<file path="config.mk">
export PLATFORM = sky130hd
export DESIGN_NAME = dppa_core
export DESIGN_NICKNAME = d
export VERILOG_FILES = /design/src/dppa_pkg.sv /design/src/dppa_core.sv
export SDC_FILE = /design/constraint.sdc
export NUM_CORES = 1
export LEC_CHECK = 0
export BUFFER_PORTS_ARGS = -buffer_cell sky130_fd_sc_hd__buf_2
export CAP_MARGIN = 10
export CORE_MARGIN = 2
export CORE_UTILIZATION = 50
export CTS_BUF_LIST = sky130_fd_sc_hd__clkbuf_2
export CTS_CLUSTER_DIAMETER = 200
export CTS_CLUSTER_SIZE = 25
export DETAILED_ROUTE_END_ITERATION = 6
export GPL_TIMING_DRIVEN = 0
export PLACE_DENSITY = 0.77
export SKIP_CTS_REPAIR_TIMING = 1
export SLEW_MARGIN = 5
export SYNTH_ARGS = -nofsm -noshare
export SYNTH_HDL_FRONTEND = slang
export SYNTH_SLANG_ARGS = --single-unit
</file>
<file path="constraint.sdc">
create_clock -name i_ref_clk -period 2.25 [get_ports i_ref_clk]
set_input_delay 0.1125 -clock i_ref_clk [delete_from_list [all_inputs] [get_ports i_ref_clk]]
set_output_delay 0.1125 -clock i_ref_clk [all_outputs]
set_load 0.02 [all_outputs]
</file>
<file path="src/dppa_pkg.sv">
// Package of constants and carrier types for the dual parallel port adapter
package dppa_pkg;

	localparam int DPPA_W = 8;

	// ==========================================
	// Register select codes {select_high_bit, select_low_bit}
	localparam logic [1:0] DPPA_SEL_SHARED_A = 2'h0;
	localparam logic [1:0] DPPA_SEL_CTRL_A = 2'h1;
	localparam logic [1:0] DPPA_SEL_SHARED_B = 2'h2;
	localparam logic [1:0] DPPA_SEL_CTRL_B = 2'h3;

	// ==========================================
	// Control register field positions
	localparam int DPPA_IRQ_ENABLE = 0;
	localparam int DPPA_EDGE_SELECT = 1;
	localparam int DPPA_DIR_ACCESS = 2;
	localparam int DPPA_LINE2_B3 = 3;
	localparam int DPPA_LINE2_B4 = 4;
	localparam int DPPA_LINE2_OUT = 5;
	localparam int DPPA_FLAG2 = 6;
	localparam int DPPA_FLAG1 = 7;
	localparam logic [7:0] DPPA_CTRL_WMASK = 8'h3f;

	// ==========================================
	// Reset values
	localparam logic [7:0] DPPA_RESET_BYTE = 8'h00;
	localparam logic DPPA_RESET_BIT = 1'b0;

	// Host bus request, sampled at the rise of enable for reads and just after its fall for writes
	typedef struct packed {
		logic cs_pos0;
		logic cs_pos1;
		logic cs_neg_n;
		logic sel_high;
		logic sel_low;
		logic read;
		logic [7:0] wdata;
	} dppa_host_t;

	// One port side: output latch, direction and control registers
	typedef struct packed {
		logic [7:0] out_reg;
		logic [7:0] dir_reg;
		logic [7:0] ctrl_reg;
	} dppa_side_t;

endpackage : dppa_pkg

</file>
<file path="src/dppa_core.sv">
// Register and control core of the dual parallel port adapter
//
// Operation
// Reset clears every host register (arming bits are set): all lines inputs, all interrupts disabled.
// Six host locations: data, direction and control for each side.
// Select 01 control A, 11 control B, 00/10 shared A/B by bit 2.
// Direction-access bit 1 routes shared address to peripheral data register.
// Direction-access bit 0 routes shared address to direction register.
// Port A data read returns pin level for output lines.
// Port B data read returns output latch for output lines.
// Control bits 0 to 5 are host readable and writable.
// Control bits 6 and 7 are read-only flags set by line events.
// Flags set by active edges on control lines configured as inputs.
// Writes never set flags; reading side data register clears them.
// Control bit 5 low makes second line an interrupt input.
// Control bit 5 high drives second line as an output.
// Control bit 0 enables that side's interrupt request output; code gates only flag 7 with it, flag 6 with bit 3.
// Control bit 1 selects active edge of first control line.
// Direction bit 1 drives line from output register; 0 makes input.
// Open-drain active-low request asserts while an enabled flag is set.
// Cleared flag not settable until an enable pulse while deselected.
// Host selects with both positive selects high, negative low, stable.
// Edge select 1 means rising edge, 0 means falling edge.
// Control writes change bits 0 to 5 only, keeping flags.
`timescale 1ns/10ps
module dppa_core
	import dppa_pkg::*;
(
	// Clock and reset
	input wire logic i_ref_clk,
	input wire logic i_reset_n,
	// Host bus
	input wire logic i_enable,
	input wire logic i_read,
	input wire logic i_chip_select_pos0,
	input wire logic i_chip_select_pos1,
	input wire logic i_chip_select_neg_n,
	input wire logic i_select_high_bit,
	input wire logic i_select_low_bit,
	input wire logic [7:0] i_data,
	output logic [7:0] o_data,
	output logic o_data_oe,
	// Port lines
	input wire logic [7:0] i_port_a_lines,
	output logic [7:0] o_port_a_lines,
	output logic [7:0] o_port_a_lines_oe,
	input wire logic [7:0] i_port_b_lines,
	output logic [7:0] o_port_b_lines,
	output logic [7:0] o_port_b_lines_oe,
	// Control lines
	input wire logic i_side_a_first_control_line,
	input wire logic i_side_a_second_control_line,
	output logic o_side_a_second_control_line,
	output logic o_side_a_second_control_line_oe,
	input wire logic i_side_b_first_control_line,
	input wire logic i_side_b_second_control_line,
	output logic o_side_b_second_control_line,
	output logic o_side_b_second_control_line_oe,
	// Open-drain interrupt requests (output always low, enable drives)
	output logic o_side_a_irq_out_n,
	output logic o_side_a_irq_out_n_oe,
	output logic o_side_b_irq_out_n,
	output logic o_side_b_irq_out_n_oe
);

	// ==========================================
	// State
	dppa_side_t a_reg, a_next, b_reg, b_next;
	logic en_d_reg, en_d_next;
	logic [3:0] line_d_reg, line_d_next;
	logic [3:0] arm_reg, arm_next;
	logic [7:0] rd_reg, rd_next;
	logic rd_oe_reg, rd_oe_next;
	logic [1:0] irq_reg, irq_next;
	logic [1:0] l2_reg, l2_next;
	// Low for the first cycle after reset so idle-high lines give no false edge
	logic edge_ok_reg, edge_ok_next;

	dppa_host_t host;
	logic selected, e_rise, e_fall, acc, wr;
	logic [1:0] sel;
	logic [3:0] line_now, rise, fall, act, input_mode;
	logic [7:0] a_read_val, b_read_val;
	logic clr_a, clr_b;

	always_comb begin
		host = '{cs_pos0: i_chip_select_pos0, cs_pos1: i_chip_select_pos1,
			cs_neg_n: i_chip_select_neg_n, sel_high: i_select_high_bit,
			sel_low: i_select_low_bit, read: i_read, wdata: i_data};
	end

	// ==========================================
	// Bus decode
	assign selected = host.cs_pos0 & host.cs_pos1 & ~host.cs_neg_n;
	assign e_rise = i_enable & ~en_d_reg;
	assign e_fall = ~i_enable & en_d_reg;
	assign sel = {host.sel_high, host.sel_low};
	// Writes land on the falling edge of enable; reads are answered on its rise
	assign acc = e_fall & selected;
	assign wr = acc & ~host.read;

	// Port A reads the pin, port B reads the latch for output lines
	assign a_read_val = i_port_a_lines;
	assign b_read_val = (b_reg.out_reg & b_reg.dir_reg) | (i_port_b_lines & ~b_reg.dir_reg);

	// Reading the data register of a side clears its flags
	assign clr_a = acc & host.read & (sel == DPPA_SEL_SHARED_A) & a_reg.ctrl_reg[DPPA_DIR_ACCESS];
	assign clr_b = acc & host.read & (sel == DPPA_SEL_SHARED_B) & b_reg.ctrl_reg[DPPA_DIR_ACCESS];

	// ==========================================
	// Edge sense: {b2, b1, a2, a1}
	assign line_now = {i_side_b_second_control_line, i_side_b_first_control_line,
		i_side_a_second_control_line, i_side_a_first_control_line};
	assign rise = line_now & ~line_d_reg & {4{edge_ok_reg}};
	assign fall = ~line_now & line_d_reg & {4{edge_ok_reg}};
	// Second lines use the same edge choice as their first line
	assign act[0] = a_reg.ctrl_reg[DPPA_EDGE_SELECT] ? rise[0] : fall[0];
	assign act[1] = a_reg.ctrl_reg[DPPA_EDGE_SELECT] ? rise[1] : fall[1];
	assign act[2] = b_reg.ctrl_reg[DPPA_EDGE_SELECT] ? rise[2] : fall[2];
	assign act[3] = b_reg.ctrl_reg[DPPA_EDGE_SELECT] ? rise[3] : fall[3];
	assign input_mode = {~b_reg.ctrl_reg[DPPA_LINE2_OUT], 1'b1, ~a_reg.ctrl_reg[DPPA_LINE2_OUT], 1'b1};

	always_comb begin
		a_next = a_reg;
		b_next = b_reg;
		en_d_next = i_enable;
		line_d_next = line_now;
		edge_ok_next = 1'b1;
		arm_next = arm_reg;
		rd_next = rd_reg;
		rd_oe_next = rd_oe_reg;
		// Register writes
		if (wr) begin
			case (sel)
				DPPA_SEL_SHARED_A: begin
					if (a_reg.ctrl_reg[DPPA_DIR_ACCESS]) begin
						a_next.out_reg = host.wdata;
					end else begin
						a_next.dir_reg = host.wdata;
					end
				end
				DPPA_SEL_SHARED_B: begin
					if (b_reg.ctrl_reg[DPPA_DIR_ACCESS]) begin
						b_next.out_reg = host.wdata;
					end else begin
						b_next.dir_reg = host.wdata;
					end
				end
				DPPA_SEL_CTRL_A: begin
					a_next.ctrl_reg = (a_reg.ctrl_reg & ~DPPA_CTRL_WMASK) | (host.wdata & DPPA_CTRL_WMASK);
				end
				DPPA_SEL_CTRL_B: begin
					b_next.ctrl_reg = (b_reg.ctrl_reg & ~DPPA_CTRL_WMASK) | (host.wdata & DPPA_CTRL_WMASK);
				end
				default: begin
				end
			endcase
		end
		// Flag clears, then re-arm on a deselected enable pulse
		if (clr_a) begin
			a_next.ctrl_reg[DPPA_FLAG1] = DPPA_RESET_BIT;
			a_next.ctrl_reg[DPPA_FLAG2] = DPPA_RESET_BIT;
			arm_next[1:0] = 2'h0;
		end
		if (clr_b) begin
			b_next.ctrl_reg[DPPA_FLAG1] = DPPA_RESET_BIT;
			b_next.ctrl_reg[DPPA_FLAG2] = DPPA_RESET_BIT;
			arm_next[3:2] = 2'h0;
		end
		if (e_fall && !selected) begin
			arm_next = 4'hf;
		end
		// Flag sets win over a clear in the same cycle
		if (act[0] && input_mode[0] && arm_reg[0]) begin
			a_next.ctrl_reg[DPPA_FLAG1] = 1'b1;
		end
		if (act[1] && input_mode[1] && arm_reg[1]) begin
			a_next.ctrl_reg[DPPA_FLAG2] = 1'b1;
		end
		if (act[2] && input_mode[2] && arm_reg[2]) begin
			b_next.ctrl_reg[DPPA_FLAG1] = 1'b1;
		end
		if (act[3] && input_mode[3] && arm_reg[3]) begin
			b_next.ctrl_reg[DPPA_FLAG2] = 1'b1;
		end
		// Read data, captured at the rise of enable and held until its fall
		if (e_rise && selected && host.read) begin
			rd_oe_next = 1'b1;
			case (sel)
				DPPA_SEL_SHARED_A: rd_next = a_reg.ctrl_reg[DPPA_DIR_ACCESS] ? a_read_val : a_reg.dir_reg;
				DPPA_SEL_SHARED_B: rd_next = b_reg.ctrl_reg[DPPA_DIR_ACCESS] ? b_read_val : b_reg.dir_reg;
				DPPA_SEL_CTRL_A: rd_next = a_reg.ctrl_reg;
				DPPA_SEL_CTRL_B: rd_next = b_reg.ctrl_reg;
				default: rd_next = DPPA_RESET_BYTE;
			endcase
		end else if (e_fall || !i_enable) begin
			rd_oe_next = 1'b0;
		end
	end

	// ==========================================
	// Interrupt requests and second control line outputs
	always_comb begin
		irq_next[0] = (a_reg.ctrl_reg[DPPA_FLAG1] & a_reg.ctrl_reg[DPPA_IRQ_ENABLE])
			| (a_reg.ctrl_reg[DPPA_FLAG2] & a_reg.ctrl_reg[DPPA_LINE2_B3] & ~a_reg.ctrl_reg[DPPA_LINE2_OUT]);
		irq_next[1] = (b_reg.ctrl_reg[DPPA_FLAG1] & b_reg.ctrl_reg[DPPA_IRQ_ENABLE])
			| (b_reg.ctrl_reg[DPPA_FLAG2] & b_reg.ctrl_reg[DPPA_LINE2_B3] & ~b_reg.ctrl_reg[DPPA_LINE2_OUT]);
		// Output mode: level given by bit 3 when bit 4 is set
		l2_next[0] = a_reg.ctrl_reg[DPPA_LINE2_B4] & a_reg.ctrl_reg[DPPA_LINE2_B3];
		l2_next[1] = b_reg.ctrl_reg[DPPA_LINE2_B4] & b_reg.ctrl_reg[DPPA_LINE2_B3];
	end

	always_ff @(posedge i_ref_clk or negedge i_reset_n) begin
		if (!i_reset_n) begin
			a_reg <= '0;
			b_reg <= '0;
			en_d_reg <= DPPA_RESET_BIT;
			line_d_reg <= 4'h0;
			edge_ok_reg <= DPPA_RESET_BIT;
			arm_reg <= 4'hf;
			rd_reg <= DPPA_RESET_BYTE;
			rd_oe_reg <= DPPA_RESET_BIT;
			irq_reg <= 2'h0;
			l2_reg <= 2'h0;
		end else begin
			a_reg <= a_next;
			b_reg <= b_next;
			en_d_reg <= en_d_next;
			line_d_reg <= line_d_next;
			edge_ok_reg <= edge_ok_next;
			arm_reg <= arm_next;
			rd_reg <= rd_next;
			rd_oe_reg <= rd_oe_next;
			irq_reg <= irq_next;
			l2_reg <= l2_next;
		end
	end

	// ==========================================
	// Pin drive, all from flip-flops except the constant-low request levels
	assign o_data = rd_reg;
	assign o_data_oe = rd_oe_reg;
	assign o_port_a_lines = a_reg.out_reg;
	assign o_port_a_lines_oe = a_reg.dir_reg;
	assign o_port_b_lines = b_reg.out_reg;
	assign o_port_b_lines_oe = b_reg.dir_reg;
	assign o_side_a_second_control_line = l2_reg[0];
	assign o_side_a_second_control_line_oe = a_reg.ctrl_reg[DPPA_LINE2_OUT];
	assign o_side_b_second_control_line = l2_reg[1];
	assign o_side_b_second_control_line_oe = b_reg.ctrl_reg[DPPA_LINE2_OUT];
	assign o_side_a_irq_out_n = DPPA_RESET_BIT;
	assign o_side_a_irq_out_n_oe = irq_reg[0];
	assign o_side_b_irq_out_n = DPPA_RESET_BIT;
	assign o_side_b_irq_out_n_oe = irq_reg[1];

endmodule : dppa_core

</file>
==> impl_metrics.csv, run 1 <==
group,metric,value,unit
outcome,outcome,"completed",
layout,finalNonFillerCells,480,
power_and_ir_drop,power.clock.fraction,25.6,%
worst_setup_path,critical_path_buf_inv_count,2,
drt,drt_iter0_markers,110,
sta,fmax,532,MHz
global_route,grt-ovfl-total,0,
synthesis,synthArstFlopShare,100,%
die,num_rows,30,
synthesis,yosysWarnings,0,
die,initial_core_util,51.0,%
clock_network,cts_tree,"yes",
worst_setup_path,arrival,2280,ps
power_and_ir_drop,power_switching,0.777,mW
drt,drt_first_pass_iters,4,
synthesis,syn_area,0.00343,mm^2
layout,drive_above_1_share,50.0,%
synthesis,synthDistinctLibCells,30,
worst_setup_path,cp-start-kind,"flip-flop",
sta,period_needed,1880,ps
sta,timing.final.crit_share,83.5,%
synthesis,ys_seq_area_share,50.4,%
synthesis,yosys_register_bits,69,
synthesis,synth_cells,281,
clock_network,htree_levels,3,
global_route,grtUsageTotal,21.9,%
die,die_y,86.8,um
global_route,grt_pass1_wl,12.3,mm
drt,vias_per_cell,5.14,
power_and_ir_drop,p_int,1.82,mW
sta,maxSlewHeadroom,55.4,%
synthesis,syn_avg_cell_area,12.2,um^2
sta,finalHoldViolCount,0,
die,io_pins,86,
clock_network,clock_insertion_delay_worst_skew,520,ps
placement,globalplace.congestion,0.805,
layout,antenna_cells,0,
layout,nNetsFinal,432,
drt,wl_per_cell,16.0,um
sta,tightest_slew,667,ps
layout,area_delta_synth_final,24.2,%
worst_setup_path,worst-path-max-fanout,10,
power_and_ir_drop,power_frac_seq,53.8,%
global_route,grt_pass1_vias,2474,
sta,skew,10.1,ps
drt,drc_errors,0,
drt,ant_nets,0,
job,maxCapViolCount,0,
layout,multi_input_area,0.00141,mm^2
worst_setup_path,crit_family,"buffers and inverters",
power_and_ir_drop,p_leak,2.30,nW
die,core_area,0.00672,mm^2
drt,wl,7.68,mm
layout,seq_area,0.00173,mm^2
placement,port_buffers,83,
sta,finalHoldWorstSlack,31.0,ps
sta,finalMaxSlewViolations,0,
global_route,antenna_found_initial,0,
power_and_ir_drop,p_comb_share,20.5,%
sta,rsz0062_at_grt,"no",
sta,finalSetupTns,0,ps
clock_network,clock-sinks,69,
layout,fillers,554,
clock_network,clk_pin_slew,180,ps
worst_setup_path,slowest_delay,370,ps
power_and_ir_drop,power_density,610,mW/mm^2
synthesis,yosys_most_used_dff,"dfrtp_1",
synthesis,synth_edf_count,0,
sta,setup_slack,371,ps
worst_setup_path,criticalPathCategory,"flip-flop to flip-flop",
die,dieArea,0.00754,mm^2
placement,dp_cells,446,
power_and_ir_drop,swShare,29.9,%
global_route,grt_max_degree,70,
placement,dpl.hpwl,5.39,mm
worst_setup_path,critPathSlowestCell,"mux2_2",
sta,setup_viol,0,
worst_hold_path,min_path_type,"input pin to flip-flop",
worst_setup_path,cp.required,2660,ps
clock_network,clockBufferDepth,2,
worst_setup_path,reg2reg_slack,370,ps
layout,fin_util,63.4,%
power_and_ir_drop,ir_drop,0.000369,V
placement,post-place-ws,374,ps
clock_network,clk_root_buffer_cell,"clkbuf_2",
worst_setup_path,crit_chain,"clkbuf_1 > buf_2 > mux2_2 > a222oi_1 > a21oi_1",
clock_network,cts-buffers-inserted,9,
die,die_w,86.8,um
drt,vias,2466,
worst_setup_path,worst_setup_path_end_kind,"flip-flop",
==> power by group through the flow <==
| stage | Clock (mW) | Sequential [mW] | Combinational (mW) |
|---|---|---|---|
| 2_1_floorplan | 0 | 1.46 | 0.266 |
| 5_1_grt | 0.741 | 1.41 | 0.583 |
| 6_report | 0.667 | 1.40 | 0.534 |
| 4_1_cts | 0.682 | 1.40 | 0.515 |
| 3_5_place_dp | 0 | 1.42 | 0.513 |
| 3_3_place_gp | 0 | 1.42 | 0.498 |
==> worst reg2reg max path, stage by stage (launching register included) <==
cell	delay, ps
dfrtp_1	360
clkbuf_1	320
buf_2	330
mux2_2	370
a222oi_1	280
a21oi_1	110
==> cells in the mapped netlist, types with 3 or more instances <==
master     n  area share (%)
dfrtp_1   67              49
mux2_2    53              17
buf_4     34             7.4
nand2_1   26             2.8
nor2_1    18             2.0
nor2b_1   10             1.8
a21oi_1    9             1.3
mux2i_1    8             2.3
a222oi_1   7             2.0
o21ai_0    7             1.0
clkbuf_1   6            0.66
nand3b_4   4             2.3
a22o_1     3            0.77
mux2_1     3            0.99
mux2_4     3             1.3
nand3_4    3             1.5
==> final timing paths <==
path / from / endpoint / cells after the start
hold reg to reg: o_data_oe / o_data_oe / 1
min in group asynchronous: i_reset_n / o_port_a_lines_oe[5] / 3
hold / removal: i_port_a_lines[4] / o_data[4] / 4
setup / recovery: a_reg[2] / o_data[5] / 5
max in group asynchronous: i_reset_n / arm_reg[0] / 3
setup reg to reg: a_reg[2] / o_data[5] / 5
==> metrics by stage <==
step           instance area (um^2)  total power, mW
6_report                       4260             2.60
2_1_floorplan                  3430             1.73
3_5_place_dp                   3980             1.94
5_1_grt                        4260             2.74
3_3_place_gp                   3950             1.92
4_1_cts                        4080             2.60
==> layout by cell type (no fill, tap or decap), drive strengths merged <==
master	Yosys	layout
clkbuf	6	15
clkinv	0	6
nand3b	4	4
nand2b	1	1
o22a	1	1
mux2	59	59
nand2	26	26
nor2	18	18
dfstp	2	2
a222oi	7	7
nor2b	10	10
o21ai	7	7
nor3	1	1
nand4b	1	1
buf	37	121
conb	2	3
nor3b	1	1
a21o	1	1
a21oi	9	9
o2bb2ai	2	2
dlygate4sd3	0	18
and2	2	2
a22o	3	3
nand3	5	5
mux2i	8	8
bufinv	0	1
dfrtp	67	67
a22oi	1	1
==> logic make-up after synthesis <==
family          count (synthesis)  share of synthesized area (%)
mux                            67                           22.0
other cells                     2                          0.219
compound gates                 31                           6.35
simple gates                   69                           12.4
buf+inv                        43                           8.50
flops                          69                           50.4
==> metal layers <==
layer / vias up / track usage, % / share of wire [%]
met5: - / 0 / 0
met4: 0 / 7.10 / 1.7
met3: 13 / 6.19 / 4.6
met2: 68 / 34.4 / 49
met1: 1197 / 29.4 / 45
li1: 1188 / - / -
==> area by class of cell <==
| type | count | area share (%) |
|---|---|---|
| buffer | 43 | 6.84 |
| tap | 80 | 2.35 |
| timing repair buffer | 102 | 14.7 |
| clock buffer | 9 | 1.06 |
| sequential | 69 | 40.6 |
| multi-input combinational | 170 | 33.1 |
| clock inverter | 7 | 1.32 |
(Power assumes the default switching activity.)
==> run 2, diff against run 1 <==
--- a/config.mk
+++ b/config.mk
@@ -14,7 +14,7 @@
 export CTS_CLUSTER_SIZE = 25
 export DETAILED_ROUTE_END_ITERATION = 6
 export GPL_TIMING_DRIVEN = 0
-export PLACE_DENSITY = 0.77
+export PLACE_DENSITY = 0.8
 export SKIP_CTS_REPAIR_TIMING = 1
 export SLEW_MARGIN = 5
 export SYNTH_ARGS = -nofsm -noshare
==> constraint.sdc (replaced) <==
create_clock -name i_ref_clk -period 1.71 [get_ports i_ref_clk]
set_input_delay 0.0855 -clock i_ref_clk [delete_from_list [all_inputs] [get_ports i_ref_clk]]
set_output_delay 0.0855 -clock i_ref_clk [all_outputs]
set_load 0.02 [all_outputs]
==> impl_metrics.csv, run 2 (same netlist as run 1, synthesis figures left out) <==
group,metric,value,unit
outcome,outcome,"completed",
sta,timing.final.crit_share,95.6,%
drt,vias,2525,
worst_setup_path,regToRegStartpoint,"a_reg[2]",
clock_network,clock_insertion_delay_worst_skew,510,ps
worst_setup_path,cp.required,2100,ps
drt,drt_iter0_markers,116,
global_route,grt_util_met3,4.57,%
drt,wl_per_cell,16.5,um
sta,skew,36.3,ps
placement,port_buffers,83,
clock_network,clk_root_buffer_cell,"clkbuf_2",
worst_setup_path,cp-start-kind,"flip-flop",
drt,drc_errors,0,
global_route,grt_pass1_wl,12.3,mm
layout,final_common_cell,"buf_2",
worst_hold_path,min_path_type,"input pin to flip-flop",
layout,nNetsFinal,432,
clock_network,htree_levels,3,
sta,maxSlewHeadroom,60.3,%
clock_network,cts-buffers-inserted,9,
worst_setup_path,worst-path-max-fanout,10,
die,num_rows,30,
global_route,grt-ovfl-total,0,
sta,finalMaxSlewViolations,0,
power_and_ir_drop,power_density,842,mW/mm^2
worst_hold_path,hold_depth,3,
die,io_pins,86,
global_route,busiest_layer,"met2",
die,core_area,0.00672,mm^2
power_and_ir_drop,ir_drop,0.000390,V
worst_setup_path,arrival,2020,ps
worst_setup_path,reg2reg_slack,70,ps
clock_network,clock-sinks,69,
die,dieArea,0.00754,mm^2
global_route,grt_max_degree,62,
sta,fmax,612,MHz
power_and_ir_drop,p_leak,2.33,nW
global_route,met2_usage,34.8,%
worst_setup_path,criticalPathCategory,"flip-flop to flip-flop",
die,die_w,86.8,um
layout,layout_common_cells,"buf_2 (84), dfrtp_1 (66), mux2_2 (53)",
drt,wl,7.91,mm
die,die_y,86.8,um
die,initial_core_util,51.0,%
job,maxCapViolCount,0,
layout,area_delta_synth_final,26.1,%
clock_network,clockBufferDepth,2,
layout,drive_above_1_share,52.0,%
drt,vias_per_cell,5.26,
placement,globalplace.congestion,0.807,
drt,ant_nets,0,
sta,finalHoldViolCount,0,
clock_network,clk_pin_slew,190,ps
layout,fin_util,64.3,%
placement,dpl.hpwl,5.59,mm
sta,rsz0062_at_grt,"no",
power_and_ir_drop,finalPower,3.64,mW
clock_network,cts_tree,"yes",
layout,fillers,554,
drt,drt_first_pass_iters,7,
sta,setup_viol,0,
global_route,grt_pass1_vias,2434,
worst_hold_path,hold_path.startpoint,"i_select_low_bit",
layout,antenna_cells,0,
global_route,antenna_found_initial,0,
worst_setup_path,r2r_end,"o_data[5]",
worst_hold_path,holdPathEnd,"b_reg[3]",
sta,period_needed,1640,ps
worst_setup_path,worst_setup_path_end_kind,"flip-flop",
sta,tightest_slew,595,ps
worst_setup_path,r2r_cells,4,
global_route,globalRouteMet1Util,29.1,%
global_route,grtUsageTotal,21.8,%
-- run 2: cell count changes in the layout (fill, tap and decap cells not counted), moves of 2 or more --
cell      previous run  this run
clkbuf_1             6         2
clkbuf_2             9        13
clkinv_1             3         0
clkinv_4             0         2
-- run 2: where the power goes --
group,switching (mW),total [mW],internal (mW)
Sequential,0.0965,1.85,1.75
Clock,0.594,1.08,0.491
Combinational,0.375,0.705,0.330
-- run 2: cell type report --
type | count | area, um^2 | area share, %
plain buffers | 42 | 292 | 6.74
clock buffers | 10 | 50.0 | 1.16
clock inverters | 6 | 87.6 | 2.03
multi-input cells | 170 | 1420 | 32.8
flip-flops and latches | 69 | 1730 | 40.0
well taps | 80 | 100 | 2.32
repair buffers | 103 | 646 | 14.9
-- run 2: worst max-delay path by stage --
stage,cells after the start,from,end
after floorplan,5,a_reg[2],o_data[4]
after global placement,5,a_reg[2],o_data[4]
after detailed placement,5,a_reg[2],o_data[5]
after CTS,5,a_reg[2],o_data[5]
after global routing,5,en_d_reg,o_port_a_lines_oe[3]
final,4,a_reg[2],o_data[5]
-- run 2: worst max-delay path, cell delays in order, from the launching register on --
cell and delay [ps]:
dfrtp_2 480, buf_2 280, mux2_2 360, a222oi_1 310, a21oi_1 120
-- run 2: routing by layer --
metal	up-vias	wire length [um]	part of all wire [%]
li1	1188	-	-
met1	1244	3540	45
met2	81	3860	49
met3	12	371	4.7
met4	0	128	1.6
met5	-	0	0
-- run 2: through the flow --
step / instance area, um^2 / hold WS, ps / instances / setup slack (ps) / TNS, ps
global placement: 3950 / 222 / 445 / -120 / -238
detailed placement: 3980 / -69.5 / 446 / -171 / -1370
global route: 4320 / 3.16 / 480 / 17.3 / 0
CTS: 4120 / -646 / 462 / -190 / -2180
floorplan: 3430 / -210 / 282 / 132 / 0
finish: 4320 / 4.98 / 480 / 74.7 / 0
==> run 3, diff against run 2 <==
--- a/config.mk
+++ b/config.mk
@@ -7,6 +7,7 @@
 export LEC_CHECK = 0
 export BUFFER_PORTS_ARGS = -buffer_cell sky130_fd_sc_hd__buf_2
 export CAP_MARGIN = 10
+export CORE_ASPECT_RATIO = 1.75
 export CORE_MARGIN = 2
 export CORE_UTILIZATION = 50
 export CTS_BUF_LIST = sky130_fd_sc_hd__clkbuf_2
==> impl_metrics.csv, run 3 (same netlist as run 1, synthesis figures left out) <==
group,metric,value,unit
outcome,outcome,"completed",
drt,drt_first_pass_iters,5,
layout,multi_input_area,0.00142,mm^2
sta,finalHoldViolCount,0,
power_and_ir_drop,p_leak,2.29,nW
global_route,grt_pass1_vias,2405,
placement,globalplace.congestion,0.859,
clock_network,cts_tree,"yes",
clock_network,clock_insertion_delay_worst_skew,530,ps
die,die_w,66.6,um
power_and_ir_drop,power_density,776,mW/mm^2
layout,finalNonFillerCells,485,
layout,fillers,571,
worst_setup_path,regToRegStartpoint,"en_d_reg",
clock_network,clk_pin_slew,190,ps
clock_network,clockBufferDepth,2,
sta,tightest_slew,865,ps
clock_network,cts-buffers-inserted,9,
drt,wl,7.98,mm
drt,wl_per_cell,16.4,um
sta,skew,21.9,ps
sta,setup_slack,109,ps
sta,finalHoldWorstSlack,17.6,ps
worst_hold_path,hold_path.startpoint,"i_port_a_lines[5]",
worst_hold_path,min_path_type,"input pin to flip-flop",
clock_network,clk_root_buffer_cell,"clkbuf_2",
sta,timing.final.crit_share,93.6,%
worst_setup_path,slowest_delay,460,ps
layout,area_delta_synth_final,24.1,%
placement,dpl.hpwl,5.86,mm
die,die_y,114,um
global_route,grt-ovfl-total,0,
global_route,antenna_found_initial,1,
sta,maxSlewHeadroom,42.3,%
worst_setup_path,cp-start-kind,"flip-flop",
placement,dp_cells,449,
clock_network,htree_levels,3,
worst_setup_path,worst-path-max-fanout,10,
worst_setup_path,worst_setup_path_end_kind,"flip-flop",
power_and_ir_drop,ir_drop,0.000640,V
die,num_rows,40,
sta,rsz0062_at_grt,"no",
sta,period_needed,1600,ps
layout,seq_area,0.00173,mm^2
layout,fin_util,63.0,%
worst_hold_path,holdPathEnd,"o_data[5]",
worst_setup_path,reg2reg_slack,110,ps
worst_setup_path,cp.required,2180,ps
clock_network,clock-sinks,69,
power_and_ir_drop,finalPower,3.30,mW
sta,setup_viol,0,
sta,finalMaxSlewViolations,0,
worst_setup_path,criticalPathCategory,"flip-flop to flip-flop",
drt,drt_iter0_markers,194,
worst_setup_path,crit_chain,"nor3b_4 > clkbuf_1 > nor2_1 > a21oi_1",
die,io_pins,86,
worst_setup_path,r2r_end,"o_data[6]",
drt,ant_nets,0,
worst_setup_path,r2r_cells,4,
drt,drc_errors,0,
worst_setup_path,critPathSlowestCell,"dfrtp_1",
die,core_area,0.00676,mm^2
job,maxCapViolCount,0,
global_route,grt_pass1_wl,12.2,mm
die,dieArea,0.00756,mm^2
drt,vias_per_cell,5.15,
placement,port_buffers,83,
worst_hold_path,hold_depth,4,
layout,nNetsFinal,432,
layout,layout_common_cells,"buf_2 (83), dfrtp_1 (66), mux2_2 (53)",
layout,drive_above_1_share,50.7,%
drt,vias,2500,
sta,fmax,625,MHz
die,initial_core_util,50.7,%
layout,final_common_cell,"buf_2",
placement,post-place-ws,-170,ps
global_route,grtUsageTotal,22.2,%
global_route,grt_max_degree,70,
worst_setup_path,arrival,2070,ps
-- run 3: changes by cell type in the layout (fill, tap and decap cells not counted) --
| cell | previous run | this run |
|---|---|---|
| clkbuf_2 | 13 | 11 |
| buf_2 | 84 | 83 |
| buf_16 | 1 | 0 |
| clkinv_1 | 0 | 2 |
| clkbuf_1 | 2 | 4 |
| buf_4 | 35 | 36 |
| clkinvlp_4 | 0 | 1 |
| clkinv_2 | 2 | 3 |
| clkinv_4 | 2 | 0 |
| bufinv_16 | 2 | 0 |
| dlygate4sd3_1 | 18 | 19 |
| diode_2 | 0 | 1 |
-- run 3: critical path, delay by kind of cell (launching register included) --
kind | cells | cell delay, ps
AOI/OAI and AO/OA | 1 | 130
buffers and inverters | 1 | 460
DFF | 1 | 460
and+or+nand+nor | 2 | 500
-- run 3: stage by stage --
step | cell area (um^2) | TNS, ps
finish | 4260 | 0
global route | 4260 | 0
CTS | 4040 | -1390
detailed placement | 3960 | -550
global placement | 3950 | -332
floorplan | 3430 | 0
-- run 3: power breakdown --
part	leakage (nW)	internal [mW]	switching (mW)
Combinational	1.34	0.326	0.373
Clock	0.0566	0.180	0.582
Sequential	0.895	1.75	0.0888
-- run 3: metal layers --
layer	part of all wire (%)	vias up	track usage [%]	wire, um
met2	55	66	37.8	4400
met4	2.1	0	10.1	171
met5	0	-	0	0
met1	38	1230	26.4	3060
met3	4.3	13	4.73	342
li1	-	1191	-	-
-- run 3: layout make-up --
| type | count | share of cell area, % |
|---|---|---|
| well taps | 84 | 2.47 |
| repair buffers | 103 | 14.8 |
| diodes | 1 | 0.0588 |
| flip-flops and latches | 69 | 40.7 |
| clock inverters | 6 | 0.706 |
| multi-input cells | 170 | 33.3 |
| plain buffers | 42 | 6.85 |
| clock buffers | 10 | 1.18 |
-- run 3: how the worst max path moves through the flow --
stage	startpoint	endpoint	depth (start not counted)
floorplan	a_reg[2]	o_data[4]	5
global placement	a_reg[2]	o_data[5]	5
detailed placement	a_reg[2]	o_data[5]	5
CTS	a_reg[2]	o_data[5]	5
global route	en_d_reg	o_data[6]	4
finish	en_d_reg	o_data[6]	4
